--- config.mk ---
export PLATFORM = sky130hd
export DESIGN_NAME = aux_flag_area_bank
export DESIGN_NICKNAME = d
export VERILOG_FILES = /design/src/aux_area_pkg.sv /design/src/aux_flag_area_bank.sv
export SDC_FILE = /design/constraint.sdc
export NUM_CORES = 1
export LEC_CHECK = 0
export BUFFER_PORTS_ARGS = -buffer_cell sky130_fd_sc_hd__buf_2
export CAP_MARGIN = 20
export CORE_AREA = 2 2 213 215
export CTS_BUF_LIST = sky130_fd_sc_hd__clkbuf_4
export DETAILED_ROUTE_END_ITERATION = 16
export DIE_AREA = 0 0 215 217
export PLACE_DENSITY = 0.69
export SKIP_LAST_GASP = 1
export SLEW_MARGIN = 20
export SYNTH_ARGS = -nofsm -noshare
export SYNTH_HDL_FRONTEND = slang
export SYNTH_SLANG_ARGS = --single-unit
--- constraint.sdc ---
create_clock -name pclk -period 5.43 [get_ports pclk]
set_input_delay 1.3575 -clock pclk [delete_from_list [all_inputs] [get_ports pclk]]
set_output_delay 1.3575 -clock pclk [all_outputs]
set_load 0.02 [all_outputs]
--- src/aux_area_pkg.sv ---
// constants, field positions and carrier types of the auxiliary area bank
package aux_area_pkg;

	// word indices; the byte address on the bus is four times the index
	localparam logic [4:0] W_UNIT_ERR = 5'h00;
	localparam logic [4:0] W_RESTART = 5'h01;
	localparam logic [4:0] W_SLAVE_DENSE = 5'h02;
	localparam logic [4:0] W_OPTICAL0 = 5'h03;
	localparam logic [4:0] W_LINK_HIST = 5'h07;
	localparam logic [4:0] W_NODES_L0 = 5'h08;
	localparam logic [4:0] W_NODES_L1 = 5'h0c;
	localparam logic [4:0] W_SVC_L0 = 5'h10;
	localparam logic [4:0] W_SVC_L1 = 5'h11;
	localparam logic [4:0] W_CALENDAR = 5'h12;
	localparam logic [4:0] W_CALENDAR_LAST = 5'h15;
	localparam logic [4:0] W_CONSOLE_KEYS = 5'h16;
	localparam logic [4:0] W_POWER_OFF = 5'h17;
	localparam logic [4:0] W_MOUNTED = 5'h18;
	localparam logic [4:0] W_FALS_ADDR = 5'h19;
	localparam logic [4:0] W_MAX_CYCLE = 5'h1a;
	localparam logic [4:0] W_CUR_CYCLE = 5'h1b;
	localparam logic [4:0] W_IRQ_STATUS = 5'h1c;
	localparam logic [4:0] W_IRQ_MASK = 5'h1d;
	localparam int NUM_WORDS = 28;
	localparam int NUM_OPTICAL_WORDS = 4;
	localparam int ADDR_W = 8;

	// writable bits and reset values
	localparam logic [15:0] MASK_RESTART = 16'hcfff;
	localparam logic [15:0] MASK_LINK_HIST = 16'he1ff;
	localparam logic [15:0] AREA_RESET = 16'h0000;

	// fields of the slave / high-density word
	localparam int B_DENSE_LSB = 5;
	localparam int B_DENSE_UNKNOWN = 15;

	// fields of the link and history word
	localparam int B_LINK_L0_LSB = 0;
	localparam int B_LINK_L1_LSB = 4;
	localparam int B_KEY_CANCEL = 8;
	localparam int B_HIST_OVERWRITE = 13;
	localparam int B_HIST_RESET = 14;
	localparam int B_HIST_ENABLE = 15;

	// fields of the mounted and battery word
	localparam int B_LOW_BATT = 4;
	localparam int B_CYCLE_FLAG = 5;
	localparam int B_NETP_L1 = 6;
	localparam int B_NETP_L0 = 7;
	localparam int B_LINK_MNT_L1 = 8;
	localparam int B_LINK_MNT_L0 = 9;
	localparam int B_PCLINK_MNT_L1 = 11;
	localparam int B_PCLINK_MNT_L0 = 12;
	localparam int B_HOST_MNT_L1 = 13;
	localparam int B_HOST_MNT_L0 = 14;
	localparam int B_CPU_DEV_MNT = 15;

	// interrupt status bits
	localparam int IRQ_BITS = 5;
	localparam int ST_UNIT = 0;
	localparam int ST_SLAVE = 1;
	localparam int ST_DENSE = 2;
	localparam int ST_OPTICAL = 3;
	localparam int ST_LOW_BATT = 4;
	localparam logic [IRQ_BITS-1:0] IRQ_RESET = 5'h00;

	// detection events from the unit-side logic
	typedef struct packed {
		logic [15:0] unit_err;
		logic startup;
		logic [4:0] slave_dup;
		logic [4:0] slave_xmit;
		logic [9:0] dense_dup_num;
		logic [9:0] dense_dup_word;
		logic dense_num9_64pt;
		logic [9:0] dense_fuse;
		logic dense_unknown;
		logic [63:0] optical_dup;
		logic err_clear;
	} err_evt_t;

	// system state refreshed each scan
	typedef struct packed {
		logic [63:0] nodes_l0;
		logic [63:0] nodes_l1;
		logic [15:0] svc_l0;
		logic [15:0] svc_l1;
		logic [15:0] power_off;
		logic [15:0] fals_addr;
		logic [15:0] max_cycle;
		logic [15:0] cur_cycle;
		logic low_batt;
		logic cycle_flag;
		logic netp_l1;
		logic netp_l0;
		logic link_mnt_l1;
		logic link_mnt_l0;
		logic pclink_mnt_l1;
		logic pclink_mnt_l0;
		logic host_mnt_l1;
		logic host_mnt_l0;
		logic cpu_dev_mnt;
	} sys_state_t;

	// control bits written by the user program
	typedef struct packed {
		logic [15:0] restart;
		logic [3:0] link_set_l0;
		logic [3:0] link_set_l1;
		logic key_cancel;
		logic hist_overwrite;
		logic hist_reset;
		logic hist_enable;
		logic [15:0] console_keys;
		logic [63:0] calendar;
	} ctrl_out_t;

endpackage

--- src/aux_flag_area_bank.sv ---
// auxiliary flag and control word bank behind an apb slave
//
// Design decision made here: the APB register port.
`timescale 1ns/1ps

module aux_flag_area_bank (
	// clock and reset
	input wire logic pclk,
	input wire logic presetn,
	// apb slave
	input wire logic psel,
	input wire logic penable,
	input wire logic pwrite,
	input wire logic [aux_area_pkg::ADDR_W-1:0] paddr,
	input wire logic [31:0] pwdata,
	output logic [31:0] prdata,
	output logic pready,
	output logic pslverr,
	// unit-side detection and system state
	input wire aux_area_pkg::err_evt_t evt,
	input wire aux_area_pkg::sys_state_t sys,
	// control bits to the controller
	output aux_area_pkg::ctrl_out_t ctrl,
	// interrupt
	output logic irq
);

	logic [15:0] area_reg [0:aux_area_pkg::NUM_WORDS-1];
	logic [15:0] area_next [0:aux_area_pkg::NUM_WORDS-1];
	logic [aux_area_pkg::IRQ_BITS-1:0] status_reg;
	logic [aux_area_pkg::IRQ_BITS-1:0] status_next;
	logic [aux_area_pkg::IRQ_BITS-1:0] mask_reg;
	logic [aux_area_pkg::IRQ_BITS-1:0] mask_next;
	logic [31:0] prdata_reg;
	logic [31:0] prdata_next;
	logic [4:0] idx;
	logic mapped;
	logic wr_en;
	logic [15:0] wdata;
	logic [15:0] slave_set;
	logic [9:0] dense_set;
	logic [15:0] w24;

	// word index and decode of the bus address
	assign idx = paddr[6:2];
	assign wdata = pwdata[15:0];
	always_comb begin
		mapped = 1'b0;
		if (paddr[7] || (paddr[1:0] != 2'b00)) begin
			mapped = 1'b0;
		end else if (idx < 5'(aux_area_pkg::NUM_WORDS)) begin
			mapped = 1'b1;
		end else if (idx == aux_area_pkg::W_IRQ_STATUS) begin
			mapped = 1'b1;
		end else if (idx == aux_area_pkg::W_IRQ_MASK) begin
			mapped = 1'b1;
		end
	end

	// zero wait state: data is captured in setup, answered in access
	assign pready = 1'b1;
	assign pslverr = psel && penable && !mapped;
	assign wr_en = psel && penable && pwrite && mapped;
	assign prdata = prdata_reg;

	// set terms of the slave flags, gated by startup, and of the ungated high-density flags
	always_comb begin
		slave_set = 16'h0000;
		if (evt.startup) begin
			slave_set[4:0] = evt.slave_dup | evt.slave_xmit;
		end
		dense_set = evt.dense_dup_num | evt.dense_dup_word | evt.dense_fuse;
		dense_set[9] = dense_set[9] | evt.dense_num9_64pt;
	end

	// mounted and battery word built from the system state
	always_comb begin
		w24 = 16'h0000;
		w24[aux_area_pkg::B_LOW_BATT] = sys.low_batt;
		w24[aux_area_pkg::B_CYCLE_FLAG] = sys.cycle_flag;
		w24[aux_area_pkg::B_NETP_L1] = sys.netp_l1;
		w24[aux_area_pkg::B_NETP_L0] = sys.netp_l0;
		w24[aux_area_pkg::B_LINK_MNT_L1] = sys.link_mnt_l1;
		w24[aux_area_pkg::B_LINK_MNT_L0] = sys.link_mnt_l0;
		w24[aux_area_pkg::B_PCLINK_MNT_L1] = sys.pclink_mnt_l1;
		w24[aux_area_pkg::B_PCLINK_MNT_L0] = sys.pclink_mnt_l0;
		w24[aux_area_pkg::B_HOST_MNT_L1] = sys.host_mnt_l1;
		w24[aux_area_pkg::B_HOST_MNT_L0] = sys.host_mnt_l0;
		w24[aux_area_pkg::B_CPU_DEV_MNT] = sys.cpu_dev_mnt;
	end

	// next contents of the area: flags, refreshed words, user writes
	always_comb begin
		for (int i = 0; i < aux_area_pkg::NUM_WORDS; i++) begin
			area_next[i] = area_reg[i];
		end
		// a detection clear empties the error flags, but a set wins
		if (evt.err_clear) begin
			area_next[aux_area_pkg::W_UNIT_ERR] = 16'h0000;
			area_next[aux_area_pkg::W_SLAVE_DENSE] = 16'h0000;
			for (int i = 0; i < aux_area_pkg::NUM_OPTICAL_WORDS; i++) begin
				area_next[int'(aux_area_pkg::W_OPTICAL0) + i] = 16'h0000;
			end
		end
		area_next[aux_area_pkg::W_UNIT_ERR] =
			area_next[aux_area_pkg::W_UNIT_ERR] | evt.unit_err;
		area_next[aux_area_pkg::W_SLAVE_DENSE] =
			area_next[aux_area_pkg::W_SLAVE_DENSE] | slave_set;
		area_next[aux_area_pkg::W_SLAVE_DENSE][aux_area_pkg::B_DENSE_LSB +: 10] =
			area_next[aux_area_pkg::W_SLAVE_DENSE][aux_area_pkg::B_DENSE_LSB +: 10]
			| dense_set;
		area_next[aux_area_pkg::W_SLAVE_DENSE][aux_area_pkg::B_DENSE_UNKNOWN] =
			area_next[aux_area_pkg::W_SLAVE_DENSE][aux_area_pkg::B_DENSE_UNKNOWN]
			| evt.dense_unknown;
		// optical unit n half h is flat bit 2n+h, 16 bits per word
		for (int i = 0; i < aux_area_pkg::NUM_OPTICAL_WORDS; i++) begin
			area_next[int'(aux_area_pkg::W_OPTICAL0) + i] =
				area_next[int'(aux_area_pkg::W_OPTICAL0) + i]
				| evt.optical_dup[16*i +: 16];
		end
		// words refreshed every scan from the system state
		for (int i = 0; i < 4; i++) begin
			area_next[int'(aux_area_pkg::W_NODES_L0) + i] =
				sys.nodes_l0[16*i +: 16];
			area_next[int'(aux_area_pkg::W_NODES_L1) + i] =
				sys.nodes_l1[16*i +: 16];
		end
		area_next[aux_area_pkg::W_SVC_L0] = sys.svc_l0;
		area_next[aux_area_pkg::W_SVC_L1] = sys.svc_l1;
		area_next[aux_area_pkg::W_POWER_OFF] = sys.power_off;
		area_next[aux_area_pkg::W_MOUNTED] = w24;
		area_next[aux_area_pkg::W_FALS_ADDR] = sys.fals_addr;
		area_next[aux_area_pkg::W_MAX_CYCLE] = sys.max_cycle;
		area_next[aux_area_pkg::W_CUR_CYCLE] = sys.cur_cycle;
		// only control words take user writes; flag words ignore them
		if (wr_en) begin
			if (idx == aux_area_pkg::W_RESTART) begin
				area_next[idx] = wdata & aux_area_pkg::MASK_RESTART;
			end else if (idx == aux_area_pkg::W_LINK_HIST) begin
				area_next[idx] = wdata & aux_area_pkg::MASK_LINK_HIST;
			end else if (idx >= aux_area_pkg::W_CALENDAR
				&& idx <= aux_area_pkg::W_CALENDAR_LAST) begin
				area_next[idx] = wdata;
			end else if (idx == aux_area_pkg::W_CONSOLE_KEYS) begin
				area_next[idx] = wdata;
			end
		end
	end

	// area storage: the power-on reset clears all of it, a detection clear only the error words
	always_ff @(posedge pclk or negedge presetn) begin
		if (!presetn) begin
			for (int i = 0; i < aux_area_pkg::NUM_WORDS; i++) begin
				area_reg[i] <= aux_area_pkg::AREA_RESET;
			end
		end else begin
			for (int i = 0; i < aux_area_pkg::NUM_WORDS; i++) begin
				area_reg[i] <= area_next[i];
			end
		end
	end

	// sticky interrupt status, write one to clear, set wins
	always_comb begin
		logic [aux_area_pkg::IRQ_BITS-1:0] evt_vec;
		evt_vec = '0;
		evt_vec[aux_area_pkg::ST_UNIT] = |evt.unit_err;
		evt_vec[aux_area_pkg::ST_SLAVE] = |slave_set;
		evt_vec[aux_area_pkg::ST_DENSE] = (|dense_set) | evt.dense_unknown;
		evt_vec[aux_area_pkg::ST_OPTICAL] = |evt.optical_dup;
		evt_vec[aux_area_pkg::ST_LOW_BATT] = sys.low_batt
			&& !area_reg[aux_area_pkg::W_MOUNTED][aux_area_pkg::B_LOW_BATT];
		status_next = status_reg;
		mask_next = mask_reg;
		if (wr_en && idx == aux_area_pkg::W_IRQ_STATUS) begin
			status_next = status_reg & ~pwdata[aux_area_pkg::IRQ_BITS-1:0];
		end else if (wr_en && idx == aux_area_pkg::W_IRQ_MASK) begin
			mask_next = pwdata[aux_area_pkg::IRQ_BITS-1:0];
		end
		status_next = status_next | evt_vec;
	end

	// interrupt registers
	always_ff @(posedge pclk or negedge presetn) begin
		if (!presetn) begin
			status_reg <= aux_area_pkg::IRQ_RESET;
			mask_reg <= aux_area_pkg::IRQ_RESET;
		end else begin
			status_reg <= status_next;
			mask_reg <= mask_next;
		end
	end

	assign irq = |(status_reg & mask_reg);

	// read data picked in the setup cycle
	always_comb begin
		prdata_next = prdata_reg;
		if (psel && !penable && !pwrite) begin
			prdata_next = 32'h0000_0000;
			if (!mapped) begin
				prdata_next = 32'h0000_0000;
			end else if (idx < 5'(aux_area_pkg::NUM_WORDS)) begin
				prdata_next = {16'h0000, area_reg[idx]};
			end else if (idx == aux_area_pkg::W_IRQ_STATUS) begin
				prdata_next = {27'h0, status_reg};
			end else if (idx == aux_area_pkg::W_IRQ_MASK) begin
				prdata_next = {27'h0, mask_reg};
			end
		end
	end

	// read data register
	always_ff @(posedge pclk or negedge presetn) begin
		if (!presetn) begin
			prdata_reg <= 32'h0000_0000;
		end else begin
			prdata_reg <= prdata_next;
		end
	end

	// control outputs straight from the stored words
	assign ctrl.restart = area_reg[aux_area_pkg::W_RESTART];
	assign ctrl.link_set_l0 = area_reg[aux_area_pkg::W_LINK_HIST]
		[aux_area_pkg::B_LINK_L0_LSB +: 4];
	assign ctrl.link_set_l1 = area_reg[aux_area_pkg::W_LINK_HIST]
		[aux_area_pkg::B_LINK_L1_LSB +: 4];
	assign ctrl.key_cancel = area_reg[aux_area_pkg::W_LINK_HIST]
		[aux_area_pkg::B_KEY_CANCEL];
	assign ctrl.hist_overwrite = area_reg[aux_area_pkg::W_LINK_HIST]
		[aux_area_pkg::B_HIST_OVERWRITE];
	assign ctrl.hist_reset = area_reg[aux_area_pkg::W_LINK_HIST]
		[aux_area_pkg::B_HIST_RESET];
	assign ctrl.hist_enable = area_reg[aux_area_pkg::W_LINK_HIST]
		[aux_area_pkg::B_HIST_ENABLE];
	assign ctrl.console_keys = area_reg[aux_area_pkg::W_CONSOLE_KEYS];
	assign ctrl.calendar = {area_reg[21], area_reg[20], area_reg[19],
		area_reg[18]};
endmodule // aux_flag_area_bank

==> impl_results.md <==
* Outcome: finished, final reports clean
* Worst slew pin tran at 1.125 ns
* Num rows at 78
* Crit-path max FO at 25
* Fmax at 239.8 MHz
* Reg-to-reg setup timing slack at 3.29 ns
* Nets at 2,260
* Switching Fraction at 26.00%
* Clock root buffer: clkbuf_4
* Yosys cell types at 66
* GRT overflow at 0
* Yosys synthesis warning count at 0
* RSZ-0062 raised after global routing: no
* Core ar. at 44,700 um^2
* Die height at 217 um
* Crit Path Category: input pin to output port
* # setup viols final at 0
* Post-layout util at 52.80%
* Initial antenna violation count at 8
* Clock sink count at 474
* CP endpoint kind: output port
* CP Launch Type: input pin
* Final Cycle Share at 76.81%
* Postcts setup bufs at 0
* Req. time, crit path at 4.07 ns
* Ports at 547
* Final wirelength at 68,360 um
* GP Congestion at 0.8897
* Vias in the first global route at 14,550
* Worst rel slew slack at 24.71%
* H-tree lvl count at 4
* Synth top area share at 58.22%
* Clock transition at path regs at 0.07 ns
* Vias per Instance at 5.461
* Reg2reg start: ctrl[94]$_DFFE_PN0P_
* Max-cap viol count at 0
* Leakage at 11.81 nW
* Via Count at 13,930
* Routed wire per std cell at 26.81 um
* Worst Hold Class: input pin to asynchronous set/reset pin
* Final hold violation count at 0
* Max reg flops at 340
* Worst-Skew Late Latency at 0.93 ns
* First-pass GRT wire length at 97,880 um
* Number of port buffers at 513
* Post-synth EDFFs at 0
* CTS Buf Count at 131
* Reg2reg path depth at 5
* Peak VDD IR at 0.2620 mV
* Predominant post-synthesis flop cell: dfrtp_1
* Setup TNS at 0 ns
* CTS Hold Buffers Added at 0
* Largest net degree at the start of global routing at 123
* Clock Skew at 0.05486 ns
* Combinational share of power at 9.8%
* Clock Path Buffers at 3
* Reg2reg end: prdata[2]$_DFFE_PN0P_
* Area Overhead vs Synth at 15.83%
* FF+latch count, synth at 474
* Post-Syn Instances at 1,588
* Commonest non-fill, non-tap cell in the layout: buf_2
* Sequential share of power at 48.4%
* CTS-repair resized insts at 0
* Cell internal pwr at 5.748 mW
* Min Clock Period, post-route at 4.171 ns
* Mean area per synthesized cell at 12.83 um^2
* Post-route cell area at 23,600 um^2
* Pwr Total at 7.767 mW
* Post-Place Cell Area at 21,900 um^2
* Clock Power Share at 41.8%
* First DRT Iteration DRCs at 1,131
* Pwr per Cell Area at 329.1 nW/um^2
* Register area share after synthesis at 58.22%
* Die Wd at 215 um
* CP startpoint: paddr[6]
* Total Die Area at 46,660 um^2
* Psw at 2.019 mW
* Detailed placer's ending HPWL at 50,930 um
* Fraction of layout cells with a size suffix above 1 at 48.04%
* Most frequent cells in the layout: buf_2, dfrtp_1, clkbuf_4
* Cell taking the most area after synthesis: dfrtp_1
* Fin. max-slew vios at 0
* Total GRT Usage at 29.55%
* Ys async rst share at 100.0%
* CTS tree: yes
* Synth top area cells: dfrtp_1, mux4_2, mux2_2
* Drt pass-1 iters at 7
* Crit path DAT at 2.81 ns
* Initial core utilization at 45.58%
* Remaining DRCs at 0
* Routed Antenna Nets at 0
* Mapped Area at 20,370 um^2
-- final cells by class --
type | count | area, um^2
antenna | 8 | 20.02
clock buffer | 191 | 1434
clock inverter | 28 | 216.5
fill | 3846 | 21100
inverter | 17 | 63.81
multi-input combinational | 686 | 6355
sequential | 474 | 11860
tap | 600 | 750.7
timing repair buffer | 546 | 2899
-- cells in the mapped netlist (24+ instances only) --
master and instances:
buf_4 134, dfrtp_1 474, nand2_1 27, o22ai_1 32, o21ai_0 32, mux2i_1 97
mux4_2 64, a21o_1 86, clkbuf_1 258, mux2_2 103, buf_2 33, nor4_1 24
-- kinds of logic after synthesis --
group           Yosys count  synth area share (%)
compound gates          237                 8.333
xor+xnor                  1               0.04299
buf+inv                 448                 10.96
flops                   474                 58.22
mux                     270                 17.97
other cells               2               0.03686
simple gates            156                 4.434
-- critical path, stage by stage --
cell     delay [ns]
buf_2          0.47
and3_1         0.55
a21oi_1        0.13
nor2_1         0.12
buf_2          0.17
-- how the worst max path moves through the flow --
stage	end	depth (start not counted)	slack (ns)
global route	pslverr	5	1.11
floorplan	pslverr	6	1.49
detailed placement	pslverr	5	1.28
CTS	pslverr	5	1.28
finish	pslverr	5	1.26
global placement	pslverr	5	1.26
-- per-layer routing --
metal | up-vias | share of wire (%) | global-route usage [%]
met5 | - | 0.060 | 0
met4 | 6 | 3.5 | 13.06
met3 | 148 | 7.2 | 7.254
met2 | 678 | 48 | 46.99
met1 | 7154 | 41 | 38.80
li1 | 5939 | - | -
-- through the flow --
stage / worst slack, ns / hold WS (ns) / instances
6_report: 1.259 / 0.3183 / 2550
3_5_place_dp: 1.277 / 0.4593 / 2322
3_3_place_gp: 1.263 / 0.4524 / 2322
5_1_grt: 1.112 / 0.2691 / 2546
2_1_floorplan: 1.492 / 0.4435 / 1608
4_1_cts: 1.278 / 0.3887 / 2541
-- power by group through the flow --
stage,Clock (mW),Sequential (mW),Combinational (mW)
floorplan,0,3.80,0.412
global placement,0,3.81,0.748
detailed placement,0,3.82,0.758
CTS,3.34,3.76,0.761
global route,3.54,3.77,0.811
finish,3.25,3.76,0.758
Power figures use the tool's default switching activity.
